$ cat src/hw/infrared_endec_consts.vh
/*
 * Register indices, field positions, reset values and bit timing of the
 * infrared pulse encoder/decoder.
 * Assumes it is included by bare name from the design files.
 */
`ifndef INFRARED_ENDEC_CONSTS_VH
`define INFRARED_ENDEC_CONSTS_VH

// Register indices, byte address is four times the index
`define IRE_CTRL_INDEX 12'h0BF
`define IRE_STAT_INDEX 12'h0C0
`define IRE_ADDR_W 12

// Control register layout
`define IRE_CTRL_RESET 8'h00
`define IRE_CTRL_WMASK 8'hF7
`define IRE_CTRL_EN_BIT 0
`define IRE_CTRL_RXEN_BIT 1
`define IRE_CTRL_LOOP_BIT 2
`define IRE_CTRL_DIV_LSB 4
`define IRE_CTRL_DIV_MSB 7

// Status register layout
`define IRE_STAT_RXD_BIT 0
`define IRE_STAT_TXP_BIT 1
`define IRE_STAT_REJ_BIT 2
`define IRE_STAT_ACT_BIT 3

// Receive divider
`define IRE_DIV_WIDTH 6
`define IRE_DIV_LOW_BITS 2'h3
`define IRE_DIV_OFF 4'h0

// Bit timing in baud clocks (16 per bit)
`define IRE_PHASE_LAST 4'hF
`define IRE_TX_PULSE_FIRST 4'h7
`define IRE_TX_PULSE_LAST 4'h9
`define IRE_RX_DECIDE_PHASE 4'h8
`define IRE_RX_MAX_LOW_TICKS 4'h4
`define IRE_RX_IDLE_BITS 4'hA

`endif

$ cat src/hw/ir_pulse_timer.v
/*
 * Receive pulse-width timer: a 6-bit divider of the system clock that
 * reports once a low pulse has lasted at least one divider period.
 * Assumes the caller restarts it at every falling edge of the line.
 */
`timescale 1ns/1ps
`include "infrared_endec_consts.vh"

module ir_pulse_timer #(
    parameter DIV_W = `IRE_DIV_WIDTH
) (
    // Clock and reset
    input wire clk_in,
    input wire reset_in,
    // Measurement control
    input wire run_in,
    input wire [DIV_W-3:0] upper_in,
    // Result
    output reg min_met_out
);

    reg [DIV_W-1:0] prescale;
    wire [DIV_W-1:0] terminal;

    // [RULE_02] Fixed low divider bits
    assign terminal = {upper_in, `IRE_DIV_LOW_BITS};

    // [RULE_01] Divider times pulse
    always @(posedge clk_in) begin
        if (reset_in || !run_in) begin
            prescale <= {DIV_W{1'b0}};
            min_met_out <= 1'b0;
        end else if (prescale == terminal) begin
            min_met_out <= 1'b1;
        end else begin
            prescale <= prescale + 1'b1;
        end
    end

endmodule // ir_pulse_timer

$ cat src/hw/infrared_pulse_endec.v
/*
 * Infrared pulse encoder/decoder between a UART and an infrared
 * transceiver, with an APB register slave for its control and status registers.
 * Assumes BAUD_TICK_IN is a one-cycle pulse at sixteen times the bit
 * rate, and that all inputs are synchronous to REF_CLK_IN.
 * Registers sit at word index 0x0BF (control) and 0x0C0 (status: decoded
 * data, transmit pulse, sticky reject cleared by writing one, frame active).
 * Assumes the divider field suits the REF_CLK_IN rate; with the field at
 * zero, frames start on falling edges of the line alone.
 */
// Contract
// [RULE_01] Pulse widths measured by 6-bit system clock divider, 5 to 50 MHz.
// [RULE_02] Divider upper four bits from software field, lower two bits fixed 3.
// [RULE_03] Software sets field to clock over 3.33 MHz, rounded, period limited.
// [RULE_04] Software picks field per clock band table: 1, 2, 3, floor, round.
// [RULE_05] Field zero: no width check, receiver still decodes by edges.
// [RULE_06] With divider on, only pulses within width limits reach the UART.
// [RULE_07] First decoded bit may jitter, every later bit lasts 16 baud clocks.
// [RULE_08] System puts both infrared pins in alternate function mode 7.
// [RULE_09] Software should mask UART modem status interrupt during use.
// [RULE_10] Loopback bit 2 routes inverted transmit output to receive input.
// [RULE_11] External loopback: transmit while decoding on, echoes decoded back.
// [RULE_12] Receive enable bit 1 passes decoded data; cleared ignores input.
// [RULE_13] Control bit 0 enables the encoder/decoder.
// [RULE_14] Control resets to zero; unused bits ignore writes, read zero.
// [RULE_15] Send 1 as 16 clocks low; 0 as 7 low, 3 high, 6 low.
// [RULE_16] Receive bit is 16 baud clocks; low pulse is 0, steady high is 1.
// [RULE_17] Half duplex: no UART transmit while receive decoding enabled.
// [RULE_18] Disabled block holds transmit low and drives no decoded data.
`timescale 1ns/1ps
`include "infrared_endec_consts.vh"

module infrared_pulse_endec #(
    parameter MAX_LOW_TICKS = `IRE_RX_MAX_LOW_TICKS,
    parameter IDLE_BITS = `IRE_RX_IDLE_BITS
) (
    // Clock and reset
    input wire REF_CLK_IN,
    input wire RESET_IN,
    // APB slave
    input wire PSEL_IN,
    input wire PENABLE_IN,
    input wire PWRITE_IN,
    input wire [`IRE_ADDR_W-1:0] PADDR_IN,
    input wire [31:0] PWDATA_IN,
    output reg [31:0] PRDATA_OUT,
    output reg PREADY_OUT,
    output reg PSLVERR_OUT,
    // UART side
    input wire UART_TXD_IN,
    input wire BAUD_TICK_IN,
    output reg UART_RXD_OUT,
    // Infrared transceiver side
    input wire INFRARED_RX_IN,
    output reg INFRARED_TX_OUT
);

    // Word address match against a register index
    function reg_hit;
        input [`IRE_ADDR_W-1:0] addr;
        input [`IRE_ADDR_W-1:0] index;
        begin
            reg_hit = (addr[1:0] == 2'h0) && (addr[`IRE_ADDR_W-1:2] == index[`IRE_ADDR_W-3:0]);
        end
    endfunction

    // Control register and its fields
    reg [7:0] infrared_endec_control;
    wire endec_enable;
    wire infrared_receive_enable;
    wire loopback_enable;
    wire [3:0] rx_divider_upper_field;
    wire divider_off;

    // Bus decode
    wire apb_access;
    wire apb_done;
    wire hit_ctrl;
    wire hit_stat;
    wire ctrl_write;
    wire stat_write;
    reg [31:0] next_rdata;

    // Encoder state
    reg [3:0] tx_phase;
    reg tx_bit;
    reg [3:0] next_tx_phase;
    reg next_tx_bit;
    reg next_tx_out;

    // Receive front end
    wire rx_line;
    reg rx_prev;
    wire rx_fall;
    wire rx_rise;
    wire decode_on;
    reg [3:0] low_ticks;
    wire min_met;
    wire width_ok;
    wire pulse_qualified;
    wire pulse_rejected;
    reg reject_flag;

    // Decoder framing, one-hot states
    localparam [2:0] RX_IDLE = 3'b001;
    localparam [2:0] RX_FIRST = 3'b010;
    localparam [2:0] RX_DATA = 3'b100;

    reg [2:0] rx_state;
    reg [2:0] next_rx_state;
    wire frame_active;
    reg pulse_seen;
    reg next_pulse_seen;
    reg [3:0] rx_phase;
    reg [3:0] next_rx_phase;
    reg [3:0] ones_run;
    reg [3:0] next_ones_run;
    reg next_rxd;
    wire decide;
    wire decided_zero;

    assign endec_enable = infrared_endec_control[`IRE_CTRL_EN_BIT];
    assign infrared_receive_enable = infrared_endec_control[`IRE_CTRL_RXEN_BIT];
    assign loopback_enable = infrared_endec_control[`IRE_CTRL_LOOP_BIT];
    assign rx_divider_upper_field =
        infrared_endec_control[`IRE_CTRL_DIV_MSB:`IRE_CTRL_DIV_LSB];
    assign divider_off = (rx_divider_upper_field == `IRE_DIV_OFF);

    // APB slave: one wait state, answer registered
    assign apb_access = PSEL_IN && PENABLE_IN;
    assign apb_done = apb_access && PREADY_OUT;
    assign hit_ctrl = reg_hit(PADDR_IN, `IRE_CTRL_INDEX);
    assign hit_stat = reg_hit(PADDR_IN, `IRE_STAT_INDEX);
    assign ctrl_write = apb_done && PWRITE_IN && hit_ctrl;
    assign stat_write = apb_done && PWRITE_IN && hit_stat;

    // Read mux, status bits are live values
    always @* begin
        next_rdata = 32'h0000_0000;
        if (hit_ctrl) begin
            next_rdata[7:0] = infrared_endec_control;
        end else if (hit_stat) begin
            next_rdata[`IRE_STAT_RXD_BIT] = UART_RXD_OUT;
            next_rdata[`IRE_STAT_TXP_BIT] = INFRARED_TX_OUT;
            next_rdata[`IRE_STAT_REJ_BIT] = reject_flag;
            next_rdata[`IRE_STAT_ACT_BIT] = frame_active;
        end
    end

    always @(posedge REF_CLK_IN) begin
        if (RESET_IN) begin
            PREADY_OUT <= 1'b0;
            PSLVERR_OUT <= 1'b0;
            PRDATA_OUT <= 32'h0000_0000;
        end else begin
            PREADY_OUT <= apb_access && !PREADY_OUT;
            if (apb_access && !PREADY_OUT) begin
                PRDATA_OUT <= PWRITE_IN ? 32'h0000_0000 : next_rdata;
                PSLVERR_OUT <= !(hit_ctrl || hit_stat);
            end else begin
                PSLVERR_OUT <= 1'b0;
            end
        end
    end

    // [RULE_14] Reset to zero, masked writes
    always @(posedge REF_CLK_IN) begin
        if (RESET_IN) begin
            infrared_endec_control <= `IRE_CTRL_RESET;
        end else if (ctrl_write) begin
            infrared_endec_control <= PWDATA_IN[7:0] & `IRE_CTRL_WMASK;
        end
    end

    // Sticky reject flag, write one to clear, a new reject wins
    always @(posedge REF_CLK_IN) begin
        if (RESET_IN) begin
            reject_flag <= 1'b0;
        end else if (pulse_rejected) begin
            reject_flag <= 1'b1;
        end else if (stat_write && PWDATA_IN[`IRE_STAT_REJ_BIT]) begin
            reject_flag <= 1'b0;
        end
    end

    // Encoder
    // [RULE_17] Half duplex left to UART
    always @* begin
        next_tx_phase = tx_phase;
        next_tx_bit = tx_bit;
        next_tx_out = INFRARED_TX_OUT;
        if (BAUD_TICK_IN) begin
            next_tx_phase = tx_phase + 4'h1;
            if (next_tx_phase == 4'h0) begin
                next_tx_bit = UART_TXD_IN;
            end
            // [RULE_15] Pulse at clocks 7..9
            next_tx_out = !next_tx_bit
                && (next_tx_phase >= `IRE_TX_PULSE_FIRST)
                && (next_tx_phase <= `IRE_TX_PULSE_LAST);
        end
    end

    // [RULE_13] Enable gates encoder
    always @(posedge REF_CLK_IN) begin
        if (RESET_IN || !endec_enable) begin
            // [RULE_18] Transmit held low
            tx_phase <= `IRE_PHASE_LAST;
            tx_bit <= 1'b1;
            INFRARED_TX_OUT <= 1'b0;
        end else begin
            tx_phase <= next_tx_phase;
            tx_bit <= next_tx_bit;
            INFRARED_TX_OUT <= next_tx_out;
        end
    end

    // Receive front end
    // [RULE_10] Inverted internal loopback
    assign rx_line = loopback_enable ? !INFRARED_TX_OUT : INFRARED_RX_IN;
    // [RULE_12] Decode only when receive enabled
    assign decode_on = endec_enable && infrared_receive_enable;
    assign rx_fall = rx_prev && !rx_line;
    assign rx_rise = !rx_prev && rx_line;

    // Baud ticks counted while the line is low, saturating
    always @(posedge REF_CLK_IN) begin
        if (RESET_IN || !decode_on) begin
            rx_prev <= 1'b1;
            low_ticks <= 4'h0;
        end else begin
            rx_prev <= rx_line;
            if (rx_fall) begin
                low_ticks <= 4'h0;
            end else if (!rx_line && BAUD_TICK_IN && (low_ticks != 4'hF)) begin
                low_ticks <= low_ticks + 4'h1;
            end
        end
    end

    // The timer counts system clocks, so a legal low pulse must outlast
    // about {field,2'b11}+1 clocks before its rising edge
    ir_pulse_timer #(
        .DIV_W(`IRE_DIV_WIDTH)
    ) u_pulse_timer (
        .clk_in(REF_CLK_IN),
        .reset_in(RESET_IN),
        .run_in(decode_on && !divider_off && !rx_line && !rx_fall),
        .upper_in(rx_divider_upper_field),
        .min_met_out(min_met)
    );

    // [RULE_06] Width window check
    assign width_ok = min_met && (low_ticks <= MAX_LOW_TICKS);
    // [RULE_05] Edge detection when divider off
    assign pulse_qualified = decode_on
        && (divider_off ? rx_fall : (rx_rise && width_ok));
    assign pulse_rejected = decode_on && !divider_off && rx_rise && !width_ok;

    // Decoder framing
    assign frame_active = (rx_state != RX_IDLE);
    assign decide = frame_active && BAUD_TICK_IN && (rx_phase == `IRE_RX_DECIDE_PHASE);
    assign decided_zero = pulse_seen || pulse_qualified;

    // Next decoder state
    always @* begin
        next_rx_state = rx_state;
        next_pulse_seen = pulse_seen;
        next_rx_phase = rx_phase;
        next_ones_run = ones_run;
        next_rxd = UART_RXD_OUT;
        case (rx_state)
            RX_IDLE: begin
                // A qualified pulse opens a frame with the start bit
                if (pulse_qualified) begin
                    next_rx_state = RX_FIRST;
                    next_pulse_seen = 1'b0;
                    next_rx_phase = 4'h0;
                    next_ones_run = 4'h0;
                    next_rxd = 1'b0;
                end
            end
            RX_FIRST: begin
                if (BAUD_TICK_IN) begin
                    next_rx_phase = rx_phase + 4'h1;
                end
                // First bit may jitter, its decision is skipped
                if (decide) begin
                    next_rx_state = RX_DATA;
                    next_pulse_seen = 1'b0;
                end else if (pulse_qualified) begin
                    next_pulse_seen = 1'b1;
                end
            end
            RX_DATA: begin
                if (BAUD_TICK_IN) begin
                    next_rx_phase = rx_phase + 4'h1;
                end
                if (decide) begin
                    // [RULE_07] Later bits exactly 16 wide
                    next_rxd = !decided_zero;
                    next_pulse_seen = 1'b0;
                    if (decided_zero) begin
                        next_ones_run = 4'h0;
                    end else if (ones_run == IDLE_BITS - 1) begin
                        next_rx_state = RX_IDLE;
                        next_rxd = 1'b1;
                    end else begin
                        next_ones_run = ones_run + 4'h1;
                    end
                end else if (pulse_qualified) begin
                    // [RULE_11] Echoed pulses decoded
                    next_pulse_seen = 1'b1;
                end
            end
            default: begin
                // Illegal code falls back to idle
                next_rx_state = RX_IDLE;
                next_rxd = 1'b1;
            end
        endcase
    end

    // [RULE_16] Sixteen-clock bit decode
    always @(posedge REF_CLK_IN) begin
        if (RESET_IN || !decode_on) begin
            // [RULE_18] Idle high toward UART
            rx_state <= RX_IDLE;
            pulse_seen <= 1'b0;
            rx_phase <= 4'h0;
            ones_run <= 4'h0;
            UART_RXD_OUT <= 1'b1;
        end else begin
            rx_state <= next_rx_state;
            pulse_seen <= next_pulse_seen;
            rx_phase <= next_rx_phase;
            ones_run <= next_ones_run;
            UART_RXD_OUT <= next_rxd;
        end
    end

endmodule // infrared_pulse_endec

$ cat config.mk
export PLATFORM = sky130hd
export DESIGN_NAME = infrared_pulse_endec
export DESIGN_NICKNAME = d
export VERILOG_FILES = /design/src/hw/ir_pulse_timer.v /design/src/hw/infrared_pulse_endec.v
export VERILOG_INCLUDE_DIRS = /design/src /design/src/hw
export SDC_FILE = /design/constraint.sdc
export NUM_CORES = 1
export LEC_CHECK = 0
export ABC_CLOCK_PERIOD_IN_PS = 2650
export BUFFER_PORTS_ARGS = -buffer_cell sky130_fd_sc_hd__buf_2
export CORE_AREA = 10 10 86 88
export DETAILED_ROUTE_END_ITERATION = 12
export DIE_AREA = 0 0 96 98
export GPL_TIMING_DRIVEN = 0
export PLACE_DENSITY = 0.82
export SYNTH_ARGS = -nofsm -noshare
export SYNTH_HDL_FRONTEND = slang
export SYNTH_SLANG_ARGS = --single-unit
$ cat constraint.sdc
create_clock -name REF_CLK_IN -period 2.65 [get_ports REF_CLK_IN]
set_input_delay 0.6625 -clock REF_CLK_IN [delete_from_list [all_inputs] [get_ports REF_CLK_IN]]
set_output_delay 0.6625 -clock REF_CLK_IN [all_outputs]
set_load 0.02 [all_outputs]
# Yosys cells after proc, flatten, opt, wreduce, memory -nomap -nowiden
# Cells that the tools add are included.
[totals]
regBits = 73
input_bits = 52
out_inout_bits = 36
word_cells = 134
[op_classes]
n_addsub = 5
order_cmp = 3
eq_ne = 18
n_mux = 31
n_bitwise = 2
reduce_logical = 58
[op_table]
columns = ["operator", "n"]
rows = [
  ["4-bit two-way mux", 8],
  ["1-bit logical AND", 26],
  ["10-bit by 8-bit equality test with 1-bit output, second input constant", 2],
  ["4-bit by 1-bit adder with 4-bit output, second input constant", 4],
  ["4-bit one-hot mux with 2 select lines", 2],
  ["3-bit two-way mux", 5],
  ["1-bit zero test", 13],
  ["1-bit two-way mux", 12],
  ["2-bit inequality test, second input constant", 5],
  ["3-bit one-hot mux with 3 select lines", 1],
  ["3-bit AND reduction", 3],
  ["4-bit equality test, second input constant", 2],
  ["4-bit zero test", 2],
  ["8-bit two-way mux", 1],
  ["6-bit by 1-bit adder with 6-bit output, second input constant", 1],
  ["6-bit equality test", 1],
  ["3-bit by 1-bit inequality test with 1-bit output, second input constant", 2],
  ["2-bit nonzero test", 3],
  ["2-bit OR reduction", 3],
  ["1-bit logical OR", 5],
  ["5-bit AND reduction", 1],
  ["4-bit by 3-bit >= comparator with 1-bit output, second input constant", 1],
  ["4-bit by 3-bit less-or-equal comparator with 1-bit output, second input constant", 1],
  ["4-bit less-or-equal comparator, second input constant", 1],
  ["11 further kinds", 12],
]

# Logic depth before layout (Yosys ltp)
[logic_depth]
ltp_word = 12
ltp_mapped = 8
ltp_nobuf = 7

# Hierarchy
# A second synthesis with hierarchy kept.
[hier_totals]
cells_unflattened = 317
hier_area_um2 = 2746.4
[modules_own_cells]
columns = ["module", "n_inst", "cells_per_inst", "area_per_inst_um2", "seq_area_each_um2"]
rows = [
  ["infrared_pulse_endec", 1, 270, 2326.0, 840.8],
  ["ir_pulse_timer", 1, 47, 420.4, 140.1],
]

# Worst setup path after synthesis
# OpenSTA, ideal clock, no wires.
[synth_timing]
path_kind = "input to register"
start = "input PADDR_IN[0]"
end = "register infrared_endec_control[0]"
setup_ps = 128
arrival_ps = 2103
setup_slack_ps = 420
path_stages = 6
path_cell_list = "or4b_4 > nor4_4 > and2_1 > buf_6 > mux2i_1 > nor2_1"
[synth_between]
elab_chain_cells = 3
[synth_lines]
columns = ["element", "line_no", "text"]
rows = [
  ["from (decl)", "infrared_pulse_endec.v:44", "input wire [`IRE_ADDR_W-1:0] PADDR_IN,"],
  ["2-bit zero test", "infrared_pulse_endec.v:63", "reg_hit = (addr[1:0] == 2'h0) && (addr[`IRE_ADDR_W-1:2] == index[`IRE_ADDR_W-3:0]);"],
  ["1-bit logical AND", "infrared_pulse_endec.v:63", ""],
  ["1-bit logical AND", "infrared_pulse_endec.v:134", "assign ctrl_write = apb_done && PWRITE_IN && hit_ctrl;"],
  ["to (signal assigned)", "infrared_pulse_endec.v:169", "infrared_endec_control <= `IRE_CTRL_RESET;"],
  ["to (signal assigned)", "infrared_pulse_endec.v:171", "infrared_endec_control <= PWDATA_IN[7:0] & `IRE_CTRL_WMASK;"],
  ["to (decl)", "infrared_pulse_endec.v:68", "reg [7:0] infrared_endec_control;"],
]
# Every way passes these cells.
# A chain may end at the register's enable or synchronous reset.

# Final worst setup path
[layout_timing]
start = "input PADDR_IN[0]"
end = "register infrared_endec_control[6]"
# Same word-level chain as after synthesis.

==> summary.txt <==
Result of the run - finished, final reports clean
Hold-fix buffers at CTS - 0
DRC violations left - 0
Chip Width - 96 um
Root Buffer - clkbuf_8
Count of buffers added by post-CTS timing repair for setup - 0
Count of final setup violators - 0
Number of max-capacitance violations reported - 0
Sequential group share of total power - 56.0%
Clock tree from TritonCTS - built
Wire length of the first global-routing pass - 10500 um
Syn_area_per_cell - 8.55 sq um
First DRT Iteration DRCs - 225
Sequential-to-total area share from yosys stat - 34.9%
GR Util met3 - 4.13%
Worst hold-check slack - 0.459 ns
Clk buf depth - 2
Min-Delay Path Class - reg2reg
Clk slew on worst S/H paths - 0.10 ns
Antenna violations before repair - 0
Global-route met2 utilization - 22.2%
Cell Count, Final, Fillers Out - 473
Global placer's final weighted congestion - 0.828
Transition time of the tightest slew-check pin - 0.896 ns
Setup total negative slack - 0 ns
Yosys top cell by area - dfxtp_1
#FFs+latches synth - 49
PD cells - 401 nW/um^2
Setup skew after layout - 0.00798 ns
Initial DRT Pass Iterations - 4
DP Cell Count - 465
Switching component of the power - 0.340 mW
CTS sink cnt - 49
Maximum VDD drop - 205 uV
Top cells by count, synth - dfxtp_1, nor2_1, a21oi_1, buf_4, nand2_1
Worst endpoint required time - 2.85 ns
Boundary pin count - 88
Estimated wirelength of the detail-placed design - 4860 um
Class of the most critical setup path - in2reg
Core utilization of the finished layout - 57.1%
Number of warning messages in the yosys log - 0
Number of buffers created by CTS - 5
Final period demand of the worst path - 2.14 ns
Number of antenna diodes - 0
Pin count of the biggest net entering global routing - 18
Total Wirelength - 6230 um
Worst rel slew slack - 39.7%
Overall global routing resource usage - 13.2%
Design internal power - 0.977 mW
DIE AREA - 9410 sq um
Routed wire length per instance - 13.2 um
Remaining number of nets flagged by the antenna check after routing - 0
Crit path arrival time - 2.34 ns
Number of global-route vias before repair - 2428
Final net count - 459
Synth async-reset ratio - 0%
Source-to-sink clock delay at the later pin of the worst-skew pair - 0.31 ns
Total via count after detailed routing - 2505
Die Height - 98 um
Area of the core - 5750 sq um
Initial core utilization - 49.0%
Clock network power share - 35.1%
Synth top area cells - dfxtp_1, buf_4, ha_1
Critical path startpoint category - input port
GR met1 Demand/Resource - 14.6%
Fmax - 0.467 GHz
CP Capture Type - flip-flop
Layout filler cell count - 525
Share of the synthesized area in the top cell type - 34.9%
Area delta synth->final - 16.5%
Post-synthesis instance total - 329
IO buf count - 38
Post-synth top flop - dfxtp_1
Layout cells sized above 1 - 22.6%
Number of cells upsized or downsized after cts - 0
Count of standard-cell rows - 28
Routing layer with the top usage in global route - met2
Switching Fraction - 25.8%
Top fanout value on the critical path - 7
Library cells used by synthesis - 63
Post-DR vias/cell - 5.30
Final hold violation count - 0
Final critical-path share of the clock period - 80.8%
Grt ovf - 0
Post-synthesis instance area - 2810 sq um
Final Max Slew Viols - 0
Leading cell type by number of instances after synthesis - dfxtp_1
Number of flops mapped to enable cells by yosys - 0
Logic pwr share - 8.9%
RSZ-0062 raised after global routing - false
Number of H-tree branching levels - 2
Pleak - 1.40 nW
## registers in the layout (all words and copies together), names as in the netlist, 3 cells and up
signal and cells:
low_ticks 4, infrared_endec_control 7, ones_run 4, tx_phase 4
u_pulse_timer.prescale 6, rx_phase 4, PRDATA_OUT 8, rx_state 3
## placed cells by master (no fill, tap or decap), types with 2 or more instances in the layout
cell	netlist	final
a21oi_1	24	24
o22ai_1	2	2
a211oi_1	3	3
or2_2	2	2
o21ai_0	8	8
nand3_1	15	15
or3_1	2	2
mux2i_1	11	11
xnor2_1	9	9
buf_4	24	24
xor2_1	7	7
nand2_1	24	24
and3_1	3	3
nor2_1	33	33
clkbuf_8	0	5
nor3_1	6	6
dfxtp_1	49	49
nor4_1	3	3
ha_1	10	10
or4_1	2	2
nor4_4	3	3
clkinvlp_4	0	2
clkbuf_1	6	6
buf_1	2	2
nand4_1	5	5
inv_1	15	15
nand2b_1	7	7
a22o_1	3	3
a211oi_2	2	2
nor2b_1	5	5
o31ai_1	3	3
conb_1	1	24
nand4b_1	2	2
buf_2	1	39
and2_1	3	3
o211ai_1	2	2
a22oi_1	4	4
## cells by family (layout without fill, tap and decap cells)
group / count (synthesis) / count (layout) / synth area share, %
compound gates: 66 / 66 / 15.7
buf+inv: 49 / 95 / 10.0
mux: 11 / 11 / 3.91
xor+xnor: 16 / 16 / 4.98
fa+ha+maj: 10 / 10 / 4.45
flops: 49 / 49 / 34.9
simple gates: 127 / 127 / 25.9
other cells: 1 / 24 / 0.133
## per-layer routing
layer	wire length [um]	vias to the layer above
met2	2990	88
met5	0	-
met3	628	16
li1	-	1250
met1	2480	1151
met4	131	0
## worst max-delay path, cell delays in order
cell and delay [ns]:
buf_2 0.09, or4b_4 0.57, nor4_4 0.40, and2_1 0.20, buf_6 0.14, mux2i_1 0.20
nor2_1 0.05
## power by group through the flow
stage | registers (mW) | logic [mW] | clock network (mW)
final | 0.738 | 0.118 | 0.462
after global placement | 0.755 | 0.113 | 0
after global routing | 0.738 | 0.128 | 0.499
after CTS | 0.738 | 0.115 | 0.473
after detailed placement | 0.755 | 0.115 | 0
after floorplan | 0.756 | 0.0817 | 0
## through the flow
stage | cell area (sq um) | worst slack (ns) | power [mW]
2_1_floorplan | 2900 | 0.420 | 0.838
3_3_place_gp | 3180 | 0.184 | 0.868
3_5_place_dp | 3180 | 0.152 | 0.870
4_1_cts | 3280 | 0.486 | 1.33
5_1_grt | 3280 | 0.380 | 1.37
6_report | 3280 | 0.510 | 1.32
## path summary, 6_finish.rpt
check	startpoint	cells past startpoint	to	slack (ns)
max	PADDR_IN[0]	7	infrared_endec_control[6]$_SDFFE_PP0P_	0.51
min	PRDATA_OUT[4]$_SDFFE_PP0P_	2	PRDATA_OUT[4]$_SDFFE_PP0P_	0.46
max reg2reg	rx_state[1]$_SDFFE_PP0P_	5	ones_run[3]$_SDFFE_PP0P_	0.63
min reg2reg	PRDATA_OUT[4]$_SDFFE_PP0P_	2	PRDATA_OUT[4]$_SDFFE_PP0P_	0.46
## layout make-up
cell class / instances / area [sq um] / area share [%]
clock buffer: 5 / 68.8 / 2.10
multi-input combinational: 254 / 1640 / 49.9
inverter: 15 / 56.3 / 1.72
timing repair buffer: 38 / 190 / 5.80
clock inverter: 3 / 26.3 / 0.801
sequential: 49 / 981 / 29.9
tap: 75 / 93.8 / 2.86
buffer: 34 / 226 / 6.91
No activity file was read; power rests on OpenSTA's default activity.
